File: config.mk
export PLATFORM = sky130hd
export DESIGN_NAME = supervisor_reset_watchdog
export DESIGN_NICKNAME = d
export VERILOG_FILES = /design/src/inc/supervisor_pkg.sv /design/src/logic/supervisor_reset_watchdog.sv /design/src/logic/sync_stages.sv
export SDC_FILE = /design/constraint.sdc
export NUM_CORES = 1
export LEC_CHECK = 0
export BUFFER_PORTS_ARGS = -buffer_cell sky130_fd_sc_hd__buf_2
export CORE_MARGIN = 2
export CORE_UTILIZATION = 60
export DETAILED_ROUTE_END_ITERATION = 10
export PLACE_DENSITY = 0.74
export SLEW_MARGIN = 5
export SYNTH_ARGS = -nofsm -noshare
export SYNTH_HDL_FRONTEND = slang
export SYNTH_SLANG_ARGS = --single-unit
File: constraint.sdc
create_clock -name clk -period 2.75 [get_ports clk]
set_input_delay 0.1375 -clock clk [delete_from_list [all_inputs] [get_ports clk]]
set_output_delay 0.1375 -clock clk [all_outputs]
set_load 0.005 [all_outputs]
File: src/inc/supervisor_pkg.sv
package supervisor_pkg;

    // -------------------------------------------------------------------------
    // Time base
    // -------------------------------------------------------------------------
    localparam int CLK_MHZ            = 20;
    localparam int CLK_PERIOD_NS      = 50;

    // -------------------------------------------------------------------------
    // Timing in printed units
    // -------------------------------------------------------------------------
    localparam int RELEASE_TIMEOUT_US = 1000;
    localparam int WATCHDOG_PERIOD_US = 6300;
    localparam int ONESHOT_NS         = 2000;
    localparam int KICK_PULSE_NS      = 50;

    // Least time rounds up, longest and nominal times round down
    localparam int RELEASE_CYCLES     = RELEASE_TIMEOUT_US * CLK_MHZ;
    localparam int WATCHDOG_CYCLES    = WATCHDOG_PERIOD_US * CLK_MHZ;
    localparam int ONESHOT_CYCLES     = ONESHOT_NS / CLK_PERIOD_NS;
    localparam int KICK_PULSE_CYCLES  = (KICK_PULSE_NS + CLK_PERIOD_NS - 1) / CLK_PERIOD_NS;

    // Internal servicing of an open kick input, as a fraction of the period
    localparam int SERVICE_NUM        = 7;
    localparam int SERVICE_DEN        = 8;

    // Synchroniser depth
    localparam int SYNC_STAGES        = 2;

    // -------------------------------------------------------------------------
    // Types
    // -------------------------------------------------------------------------
    typedef enum logic [1:0] {
        ST_RUN,
        ST_ASSERT,
        ST_TIMEOUT
    } phase_e;

    // Levels arriving from pins and analog comparators
    typedef struct packed {
        logic supply_low;      // Supply below supply_trip_level
        logic manual_reset_n;  // Manual reset pin, active low
        logic watchdog_kick;   // Watchdog kick pin level
        logic kick_float;      // Kick pin sensed open or three-stated
        logic line_in;         // Digital level of shared reset line
        logic line_above_arm;  // Line above pullup_arm_level
        logic line_above_hi;   // Line above 0.85 of supply
    } sense_s;

    localparam int SENSE_W = $bits(sense_s);

endpackage

File: src/logic/supervisor_reset_watchdog.sv
// Notes on behaviour
// - Supply low asserts reset
// - Hold reset full timeout after supply recovers
// - Manual reset low asserts reset
// - Hold timeout after manual reset releases
// - Steady kick for whole period asserts reset
// - Kick edges and reset clear watchdog counter
// - Open kick input disables watchdog
// - Watchdog expiry also gets full timeout
// - Timeout end releases reset, restarts watchdog
// - High reset output inverts low output
// - Others may pull shared line low
// - Line below arm level sets edge flop
// - Pullup on between arm level and 0.85
// - Pullup off above 0.85 or one-shot end
// - Line held high until forced low
// - Fast rise follows every reset source
// - Passive pullup disconnected while asserting reset
// - Watchdog counter held zero during reset
// - Open kick serviced at seven eighths period
// - Kick pulses of 50 ns count
`timescale 1ns/10ps

module supervisor_reset_watchdog #(
    parameter int REL_CYCLES = supervisor_pkg::RELEASE_CYCLES,
    parameter int WD_CYCLES  = supervisor_pkg::WATCHDOG_CYCLES,
    parameter int OS_CYCLES  = supervisor_pkg::ONESHOT_CYCLES
) (
    input  wire logic                   clk,              // 20 MHz system clock
    input  wire logic                   nrst,             // Async reset, active low
    input  wire supervisor_pkg::sense_s sense_i,          // Pin and comparator levels
    output logic                        reset_n_o,        // Push/pull reset, active low
    output logic                        reset_o,          // Push/pull reset, active high
    output logic                        line_o,           // Shared line drive value
    output logic                        line_oe_n,        // Shared line enable, low drives
    output logic                        passive_pullup_o, // Passive pullup connected
    output logic                        active_pullup_o   // Active fast-rise pullup on
);

    // -------------------------------------------------------------------------
    // Derived widths and counts
    // -------------------------------------------------------------------------
    localparam int REL_W   = $clog2(REL_CYCLES + 1);
    localparam int WD_W    = $clog2(WD_CYCLES + 1);
    localparam int OS_W    = $clog2(OS_CYCLES + 1);
    localparam int WD_SVC  = (WD_CYCLES / supervisor_pkg::SERVICE_DEN)
                             * supervisor_pkg::SERVICE_NUM;

    localparam logic [REL_W-1:0] REL_LAST = REL_W'(REL_CYCLES - 1);
    localparam logic [WD_W-1:0]  WD_LAST  = WD_W'(WD_CYCLES - 1);
    localparam logic [WD_W-1:0]  WD_SERV  = WD_W'(WD_SVC);
    localparam logic [OS_W-1:0]  OS_LAST  = OS_W'(OS_CYCLES - 1);

    localparam supervisor_pkg::sense_s SENSE_INIT = '{
        supply_low:     1'b1,
        manual_reset_n: 1'b1,
        watchdog_kick:  1'b0,
        kick_float:     1'b0,
        line_in:        1'b0,
        line_above_arm: 1'b0,
        line_above_hi:  1'b0
    };

    typedef struct packed {
        supervisor_pkg::phase_e phase;
        logic [REL_W-1:0]       rel_cnt;
        logic [WD_W-1:0]        wd_cnt;
        logic                   kick_prev;
        logic                   edge_armed;
        logic                   pullup_on;
        logic [OS_W-1:0]        os_cnt;
        logic                   rst_n;
        logic                   rst_h;
        logic                   line_drv;
        logic                   oe_n;
        logic                   passive_en;
    } state_s;

    localparam state_s STATE_RESET = '{
        phase:      supervisor_pkg::ST_ASSERT,
        rel_cnt:    '0,
        wd_cnt:     '0,
        kick_prev:  1'b0,
        edge_armed: 1'b1,
        pullup_on:  1'b0,
        os_cnt:     '0,
        rst_n:      1'b0,
        rst_h:      1'b1,
        line_drv:   1'b0,
        oe_n:       1'b0,
        passive_en: 1'b0
    };

    state_s                 st_q;
    state_s                 st_d;
    supervisor_pkg::sense_s s;
    logic                   kick_edge;
    logic                   wd_expire;
    logic                   ext_pull;
    logic                   cause;
    logic                   line_low_arm;

    // -------------------------------------------------------------------------
    // Input synchronisation
    // -------------------------------------------------------------------------
    // two-flop synchronisers
    sync_stages #(
        .WIDTH  (supervisor_pkg::SENSE_W),
        .STAGES (supervisor_pkg::SYNC_STAGES),
        .INIT   (SENSE_INIT)
    ) u_sync (
        .clk  (clk),
        .nrst (nrst),
        .d    (sense_i),
        .q    (s)
    );

    // -------------------------------------------------------------------------
    // Next state
    // -------------------------------------------------------------------------
    always_comb begin
        st_d = st_q;
        kick_edge   = s.watchdog_kick ^ st_q.kick_prev;
        st_d.kick_prev = s.watchdog_kick;
        ext_pull    = st_q.oe_n && !s.line_in;
        wd_expire   = (st_q.phase == supervisor_pkg::ST_RUN) && !s.kick_float
                      && !kick_edge && !ext_pull && (st_q.wd_cnt == WD_LAST);
        // manual reset low is a cause
        cause       = s.supply_low || !s.manual_reset_n || wd_expire;
        line_low_arm = !s.line_above_arm;

        case (st_q.phase)
            supervisor_pkg::ST_RUN: begin
                if (cause) begin
                    st_d.phase = supervisor_pkg::ST_ASSERT;
                end
            end
            supervisor_pkg::ST_ASSERT: begin
                if (!cause) begin
                    st_d.phase   = supervisor_pkg::ST_TIMEOUT;
                    st_d.rel_cnt = '0;
                end
            end
            supervisor_pkg::ST_TIMEOUT: begin
                if (cause) begin
                    st_d.phase = supervisor_pkg::ST_ASSERT;
                end else if (st_q.rel_cnt == REL_LAST) begin
                    st_d.phase = supervisor_pkg::ST_RUN;
                end else begin
                    st_d.rel_cnt = st_q.rel_cnt + REL_W'(1);
                end
            end
            default: begin
                st_d.phase = supervisor_pkg::ST_ASSERT;
            end
        endcase

        // counter held at zero in reset
        if ((st_d.phase != supervisor_pkg::ST_RUN)
            || (st_q.phase != supervisor_pkg::ST_RUN)) begin
            st_d.wd_cnt = '0;
        end else if (kick_edge || ext_pull) begin
            st_d.wd_cnt = '0;
        end else if (s.kick_float && (st_q.wd_cnt >= WD_SERV)) begin
            st_d.wd_cnt = '0;
        end else begin
            st_d.wd_cnt = st_q.wd_cnt + WD_W'(1);
        end

        st_d.rst_n      = (st_d.phase == supervisor_pkg::ST_RUN);
        st_d.rst_h      = !st_d.rst_n;
        st_d.line_drv   = 1'b0;
        st_d.oe_n       = st_d.rst_n;
        st_d.passive_en = st_d.rst_n;

        if (line_low_arm) begin
            st_d.edge_armed = 1'b1;
        end

        if (st_q.pullup_on) begin
            // stop on high level or one-shot end
            if (s.line_above_hi || (st_q.os_cnt == OS_LAST) || !st_d.oe_n
                || line_low_arm) begin
                st_d.pullup_on  = 1'b0;
                st_d.edge_armed = line_low_arm;
            end else begin
                st_d.os_cnt = st_q.os_cnt + OS_W'(1);
            end
        // fire between arm level and 0.85
        end else if (st_q.edge_armed && st_q.oe_n && st_d.oe_n && !line_low_arm) begin
            if (s.line_above_hi) begin
                st_d.edge_armed = 1'b0;
            end else begin
                st_d.pullup_on = 1'b1;
                st_d.os_cnt    = '0;
            end
        end
    end

    // -------------------------------------------------------------------------
    // State register
    // -------------------------------------------------------------------------
    always_ff @(posedge clk or negedge nrst) begin
        if (!nrst) begin
            st_q <= STATE_RESET;
        end else begin
            st_q <= st_d;
        end
    end

    assign reset_n_o        = st_q.rst_n;
    assign reset_o          = st_q.rst_h;
    assign line_o           = st_q.line_drv;
    assign line_oe_n        = st_q.oe_n;
    assign passive_pullup_o = st_q.passive_en;
    assign active_pullup_o  = st_q.pullup_on;
endmodule

File: src/logic/sync_stages.sv
`timescale 1ns/10ps

module sync_stages #(
    parameter int WIDTH  = 1,
    parameter int STAGES = 2,
    parameter logic [WIDTH-1:0] INIT = '0
) (
    input  wire logic             clk,    // System clock
    input  wire logic             nrst,   // Async reset, active low
    input  wire logic [WIDTH-1:0] d,      // Asynchronous levels
    output logic      [WIDTH-1:0] q       // Synchronised levels
);

    // -------------------------------------------------------------------------
    // Flop chain
    // -------------------------------------------------------------------------
    // Only the last stage is visible; earlier stages may be metastable
    logic [WIDTH-1:0] chain_q [STAGES];

    always_ff @(posedge clk or negedge nrst) begin
        if (!nrst) begin
            for (int i = 0; i < STAGES; i++) begin
                chain_q[i] <= INIT;
            end
        end else begin
            chain_q[0] <= d;
            for (int i = 1; i < STAGES; i++) begin
                chain_q[i] <= chain_q[i-1];
            end
        end
    end

    assign q = chain_q[STAGES-1];

endmodule

-- After elaboration in Yosys (flattened, before gate mapping)
Index checks and enable logic that the tools add are counted.
- $add $sub $neg: 3
- order comparisons: 1
- equal/unequal tests: 10
- multiplexer cells: 18
- bitwise operators: 1
- reduce and logical (&&, ||, !) cells: 31
- operators by type and width (operator ; number):
    two-way mux 17 bit ; 4
    two-way mux 15 bit ; 2
    case mux 15 bit (2 select lines) ; 1
    adder 17 x 1 -> 17 bit, second input constant ; 1
    == test 17 bit, second input constant ; 1
    >= comparator 17 bit, second input constant ; 1
    two-way mux 8 bit ; 2
    adder 15 x 1 -> 15 bit, second input constant ; 1
    == test 15 bit, second input constant ; 1
    != test 2 bit, second input constant ; 5
    logical AND 1 bit ; 9
    two-way mux 2 bit ; 4
    nonzero test 2 bit ; 4
    logical NOT 1 bit ; 7
    logical OR 1 bit ; 7
    two-way mux 7 bit ; 1
    adder 6 x 1 -> 6 bit, second input constant ; 1
    == test 6 bit, second input constant ; 1
    two-way mux 6 bit ; 1
    case mux 2 bit (3 select lines) ; 1
    logical NOT 2 bit ; 2
    AND reduction 4 bit ; 1
    AND reduction 3 bit ; 1
    == test 2 x 1 -> 1 bit, second input constant ; 1
    3 further kinds ; 4
- register bits after elaboration: 59
- output and inout port bits: 6
- word-level logic and storage cells: 75

-- Logic depth before layout (Yosys ltp)
- depth in word-level cells: 14
- depth in mapped cells: 9
- gate-level depth less buffers: 8

-- Hierarchy
From an unflattened synthesis, not the netlist that was laid out.
- cells, all modules: 294
- area, all modules: 2905.3 sq um
- by module, submodules not included (module ; times used ; cells each ; area an instance (sq um) ; seq. area each (sq um)):
    supervisor_reset_watchdog ; 1 ; 273 ; 2497.4 ; 1129.8
    sync_stages ; 1 ; 21 ; 407.9 ; 355.3

-- Worst setup path after synthesis
Ideal clock, no wire load.
- kind: flip-flop to flip-flop
- from: register st_q[31] in the netlist's numbering
- to: register st_q[34] in the netlist's numbering
- data arrival time: 2.027 ns
- data required time: 2.684 ns
- slack: 0.657 ns
- stages on the path, launching flop included: 8
- path buffers: 1
- clock period less this slack: 2.093 ns
- cells stage by stage: dfrtp_1 > ha_1 > and4_1 > buf_2 > a41oi_2 > nand3_1 > or4_1 > nand2_1
- longest elaborated chain between the ends: 4
- RTL lines (item ; RTL line ; text):
    start, declared ; supervisor_reset_watchdog.sv:94 ; state_s st_q;
    start signal, assigned ; supervisor_reset_watchdog.sv:207 ; st_q <= st_d;
    adder 15 x 1 -> 15 bit ; supervisor_reset_watchdog.sv:150 ; st_d.rel_cnt = st_q.rel_cnt + REL_W'(1);
    two-way mux 15 bit ; supervisor_reset_watchdog.sv:147 ; end else if (st_q.rel_cnt == REL_LAST) begin
    two-way mux 15 bit ; supervisor_reset_watchdog.sv:145 ; if (cause) begin
    case mux 15 bit (2 select lines) ; supervisor_reset_watchdog.sv:132 ; case (st_q.phase)
Parallel ways exist; a longest one is shown, timed or not. The select of a mux whose other input is x is not followed.
A chain may end at the register's enable or synchronous reset.

==> results.cfg <==
[outcome]
status = finished, final reports clean

[place]
pre_cts_ws_ns = 0.498
routabilityCongestion = 0.869
dpl.hpwl_mm = 3.68
dpl_cell_area_mm2 = 0.00297
port_buffers = 13

[worst_setup_path]
path_max_fanout = 8
r2r_start = st_q[31]$_DFFE_PN0P_
r2r_cells = 8
slowest_stage = or4_1
end_kind = flip-flop
cp.arrival_ns = 2.57
path_cells = ha_1, and4_1, a41o_1, and2b_1, and3_4, inv_6, or4_1, nand3_1
timing.rr.end = st_q[10]$_DFFE_PN0P_
slowest_delay_ns = 0.49
critPathRequiredTime_ns = 3.04
r2r_slack_ns = 0.47
critPathLaunchType = flip-flop
critPathKind = reg -> reg

[logic_synthesis]
synth-xor-area-share = 0.0735
synth_ff_type = dfrtp_1
syn_area_mm2 = 0.00286
yosys_warnings = 0
synth_top_family_by_area = simple AND/OR/NAND/NOR gates
postSynth.asyncResetShare = 1.00
syn_inst = 282
synth_edf_count = 0
synth.mux.area_fraction = 0.00700
avgSynthCellArea_um2 = 10.1
synth.area.top_cells = dfrtp_1 46%, dfstp_2 6.4%, nor2_1 4.2%, nand3_1 4.0%, xor2_1 4.0%
synth_fa_ha_area_frac = 0.0175
yosysUniqueCellTypes = 48
synth_seq_area_share = 0.519
yosys.area_share.simple = 0.263
yosys.area.top_type = dfrtp_1
syn_nets = 295
synth-compound-area-share = 0.0893
ys_seq_elements = 59
yosysTopAreaCellShare = 0.455

[floorplan]
top_level_ports = 15
floorplan.initialDensity = 0.613
die_h_um = 73.0
rows = 25
coreArea_mm2 = 0.00466
fp.dieArea_mm2 = 0.00533
die_x_um = 73.0

[routing]
drc_errors = 0
drt_wl_total_mm = 5.53
routed_via_density = 5.98
drtPass1Iterations = 5
wire_per_inst_um = 15.0
drt_iter0_drc = 183
vias = 2202
ant_nets = 0

[clock_tree]
post_cts_resized = 0
worstSkewPairLatency_ns = 0.35
cts_root_buf = clkbuf_8
htreeDepth = 3
numCtsBuffers = 9
cts_tree = yes
clkTransAtPathRegs_ns = 0.07
clock_sinks = 59
clk_path_buf_depth = 2

[sta]
worst_slew_pin_slew_ns = 0.700
setup_viol = 0
fin_crit_sh = 0.830
fmax_mhz = 438
final_max_slew_viol_count = 0
post-route-min-period_ns = 2.28
worst_slack_ns = 0.466
rsz0062_at_grt = no
fin_tns_setup_ns = 0
relSlewSlack = 0.533
finalHoldViolCount = 0
clock_skew_ns = 0.0120

[global_routing]
grt-ovfl-total = 0
antenna_found_initial = 0
grt_pass1_vias = 2071
grt_usage = 0.233
grt_pass1_wl_mm = 9.45
grt_max_degree = 34

[worst_hold_path]
holdPathStages = 0
min_path_type = reg -> reg
min-delay-start = u_sync.chain_q[8]$_DFF_PN0_
hold_end = u_sync.q[1]$_DFF_PN0_

[run]
max_cap_violations = 0

[final_layout]
drive_above_1_share = 0.162
area_growth_pct = 14.2
ff_latch_area_mm2 = 0.00149
multi_input_area_mm2 = 0.00129
post-route-cell-area_mm2 = 0.00327
fin_nets = 322
n_antenna_cell = 0
fill_cells = 333

[pwr]
power_density_mw_per_mm2 = 561
power.leakage_uw = 0.00137
ir_worst_vdd_uv = 549
[cell usage in the layout (no fill, tap or decap), types with 2 or more instances in the layout]
cell type / count
dfrtp_1: 52
nor2_1: 32
nand3_1: 23
nand2_1: 20
xor2_1: 13
buf_2: 13
nor3_1: 12
o21ai_0: 12
clkbuf_8: 12
and3_1: 11
xnor2_1: 11
a21oi_1: 10
nand4_1: 8
dlygate4sd3_1: 8
dfstp_2: 7
or4_1: 5
or3_1: 5
inv_1: 5
o31ai_1: 5
buf_4: 5
ha_1: 4
nor2b_1: 3
nand2b_1: 3
nand4b_1: 2
and4_1: 2
nor3_2: 2
a41o_1: 2
mux2i_1: 2
clkinv_2: 2
[cells in the mapped netlist (2+ instances only)]
library cell  count
nor2b_1           3
nand4_1           8
xor2_1           13
dfstp_2           7
buf_2             3
clkbuf_1          3
and3_1           11
nor2_1           32
nand4b_1          2
nand2_1          20
a21oi_1          10
buf_4             4
mux2i_1           2
nor3_2            2
and4_1            2
xnor2_1          11
or3_1             5
a41o_1            2
dfrtp_1          52
ha_1              4
o21ai_0          12
nor3_1           12
inv_1             5
nand2b_1          3
o31ai_1           5
nand3_1          23
or4_1             5
[per-layer routing]
| layer | track usage | vias up | part of all wire |
|---|---|---|---|
| met4 | 0.101 | 0 | 0.020 |
| met3 | 0.0663 | 11 | 0.053 |
| met5 | 0 | - | 0 |
| met2 | 0.362 | 75 | 0.48 |
| li1 | - | 1068 | - |
| met1 | 0.304 | 1048 | 0.45 |
[power breakdown]
part | internal [uW] | total, uW | switching (uW)
Combinational | 37.1 | 89.3 | 52.2
Sequential | 891 | 909 | 18.0
Clock | 489 | 834 | 345
[worst max path at each step]
stage,from,end
after global routing,st_q[31]$_DFFE_PN0P_,st_q[10]$_DFFE_PN0P_
after floorplan,st_q[31]$_DFFE_PN0P_,st_q[34]$_DFFE_PN0P_
final,st_q[31]$_DFFE_PN0P_,st_q[10]$_DFFE_PN0P_
after CTS,st_q[31]$_DFFE_PN0P_,st_q[10]$_DFFE_PN0P_
after global placement,st_q[31]$_DFFE_PN0P_,st_q[10]$_DFFE_PN0P_
after detailed placement,st_q[31]$_DFFE_PN0P_,st_q[10]$_DFFE_PN0P_
[worst max-delay path, delay by kind of cell, from the launching register on]
family                   cells  cell delay (ns)
AO/OA/AOI/OAI                1             0.25
adder cells (fa/ha/maj)      1             0.24
buffers and inverters        1             0.05
flip-flops                   1             0.43
AND/OR/NAND/NOR              5             1.26
[sequential cells by signal, indices dropped and copies added (netlist names)]
register and flops:
reset_o 1, u_sync.chain_q 7, st_q 42, passive_pullup_o 1
active_pullup_o 1, u_sync.q 7
[stage by stage]
step	util	hold slack [ns]	cells	power, uW
CTS	0.701	0.350	368	1840
floorplan	-	-0.158	282	964
detailed placement	0.638	0.225	344	1010
global placement	0.638	0.217	344	1000
finish	0.701	0.350	368	1830
global route	0.701	0.360	368	1890
[logic make-up after synthesis]
logic type | Yosys count
compound gates | 38
xor+xnor | 24
fa+ha+maj | 4
buf+inv | 16
flops | 59
mux | 2
other cells | 1
simple gates | 138
[area by class of cell]
cell class,instances,area share
inverters,6,0.00843
multi-input cells,207,0.395
repair buffers,26,0.0559
well taps,54,0.0207
clock buffers,12,0.0506
flip-flops and latches,59,0.455
clock inverters,4,0.0146
[what timing repair did]
item	in CTS	in global routing
endpoints found under the hold margin	31	0
buffers inserted	0	0
hold buffers	8	0
No activity file was read; power rests on OpenSTA's default activity.
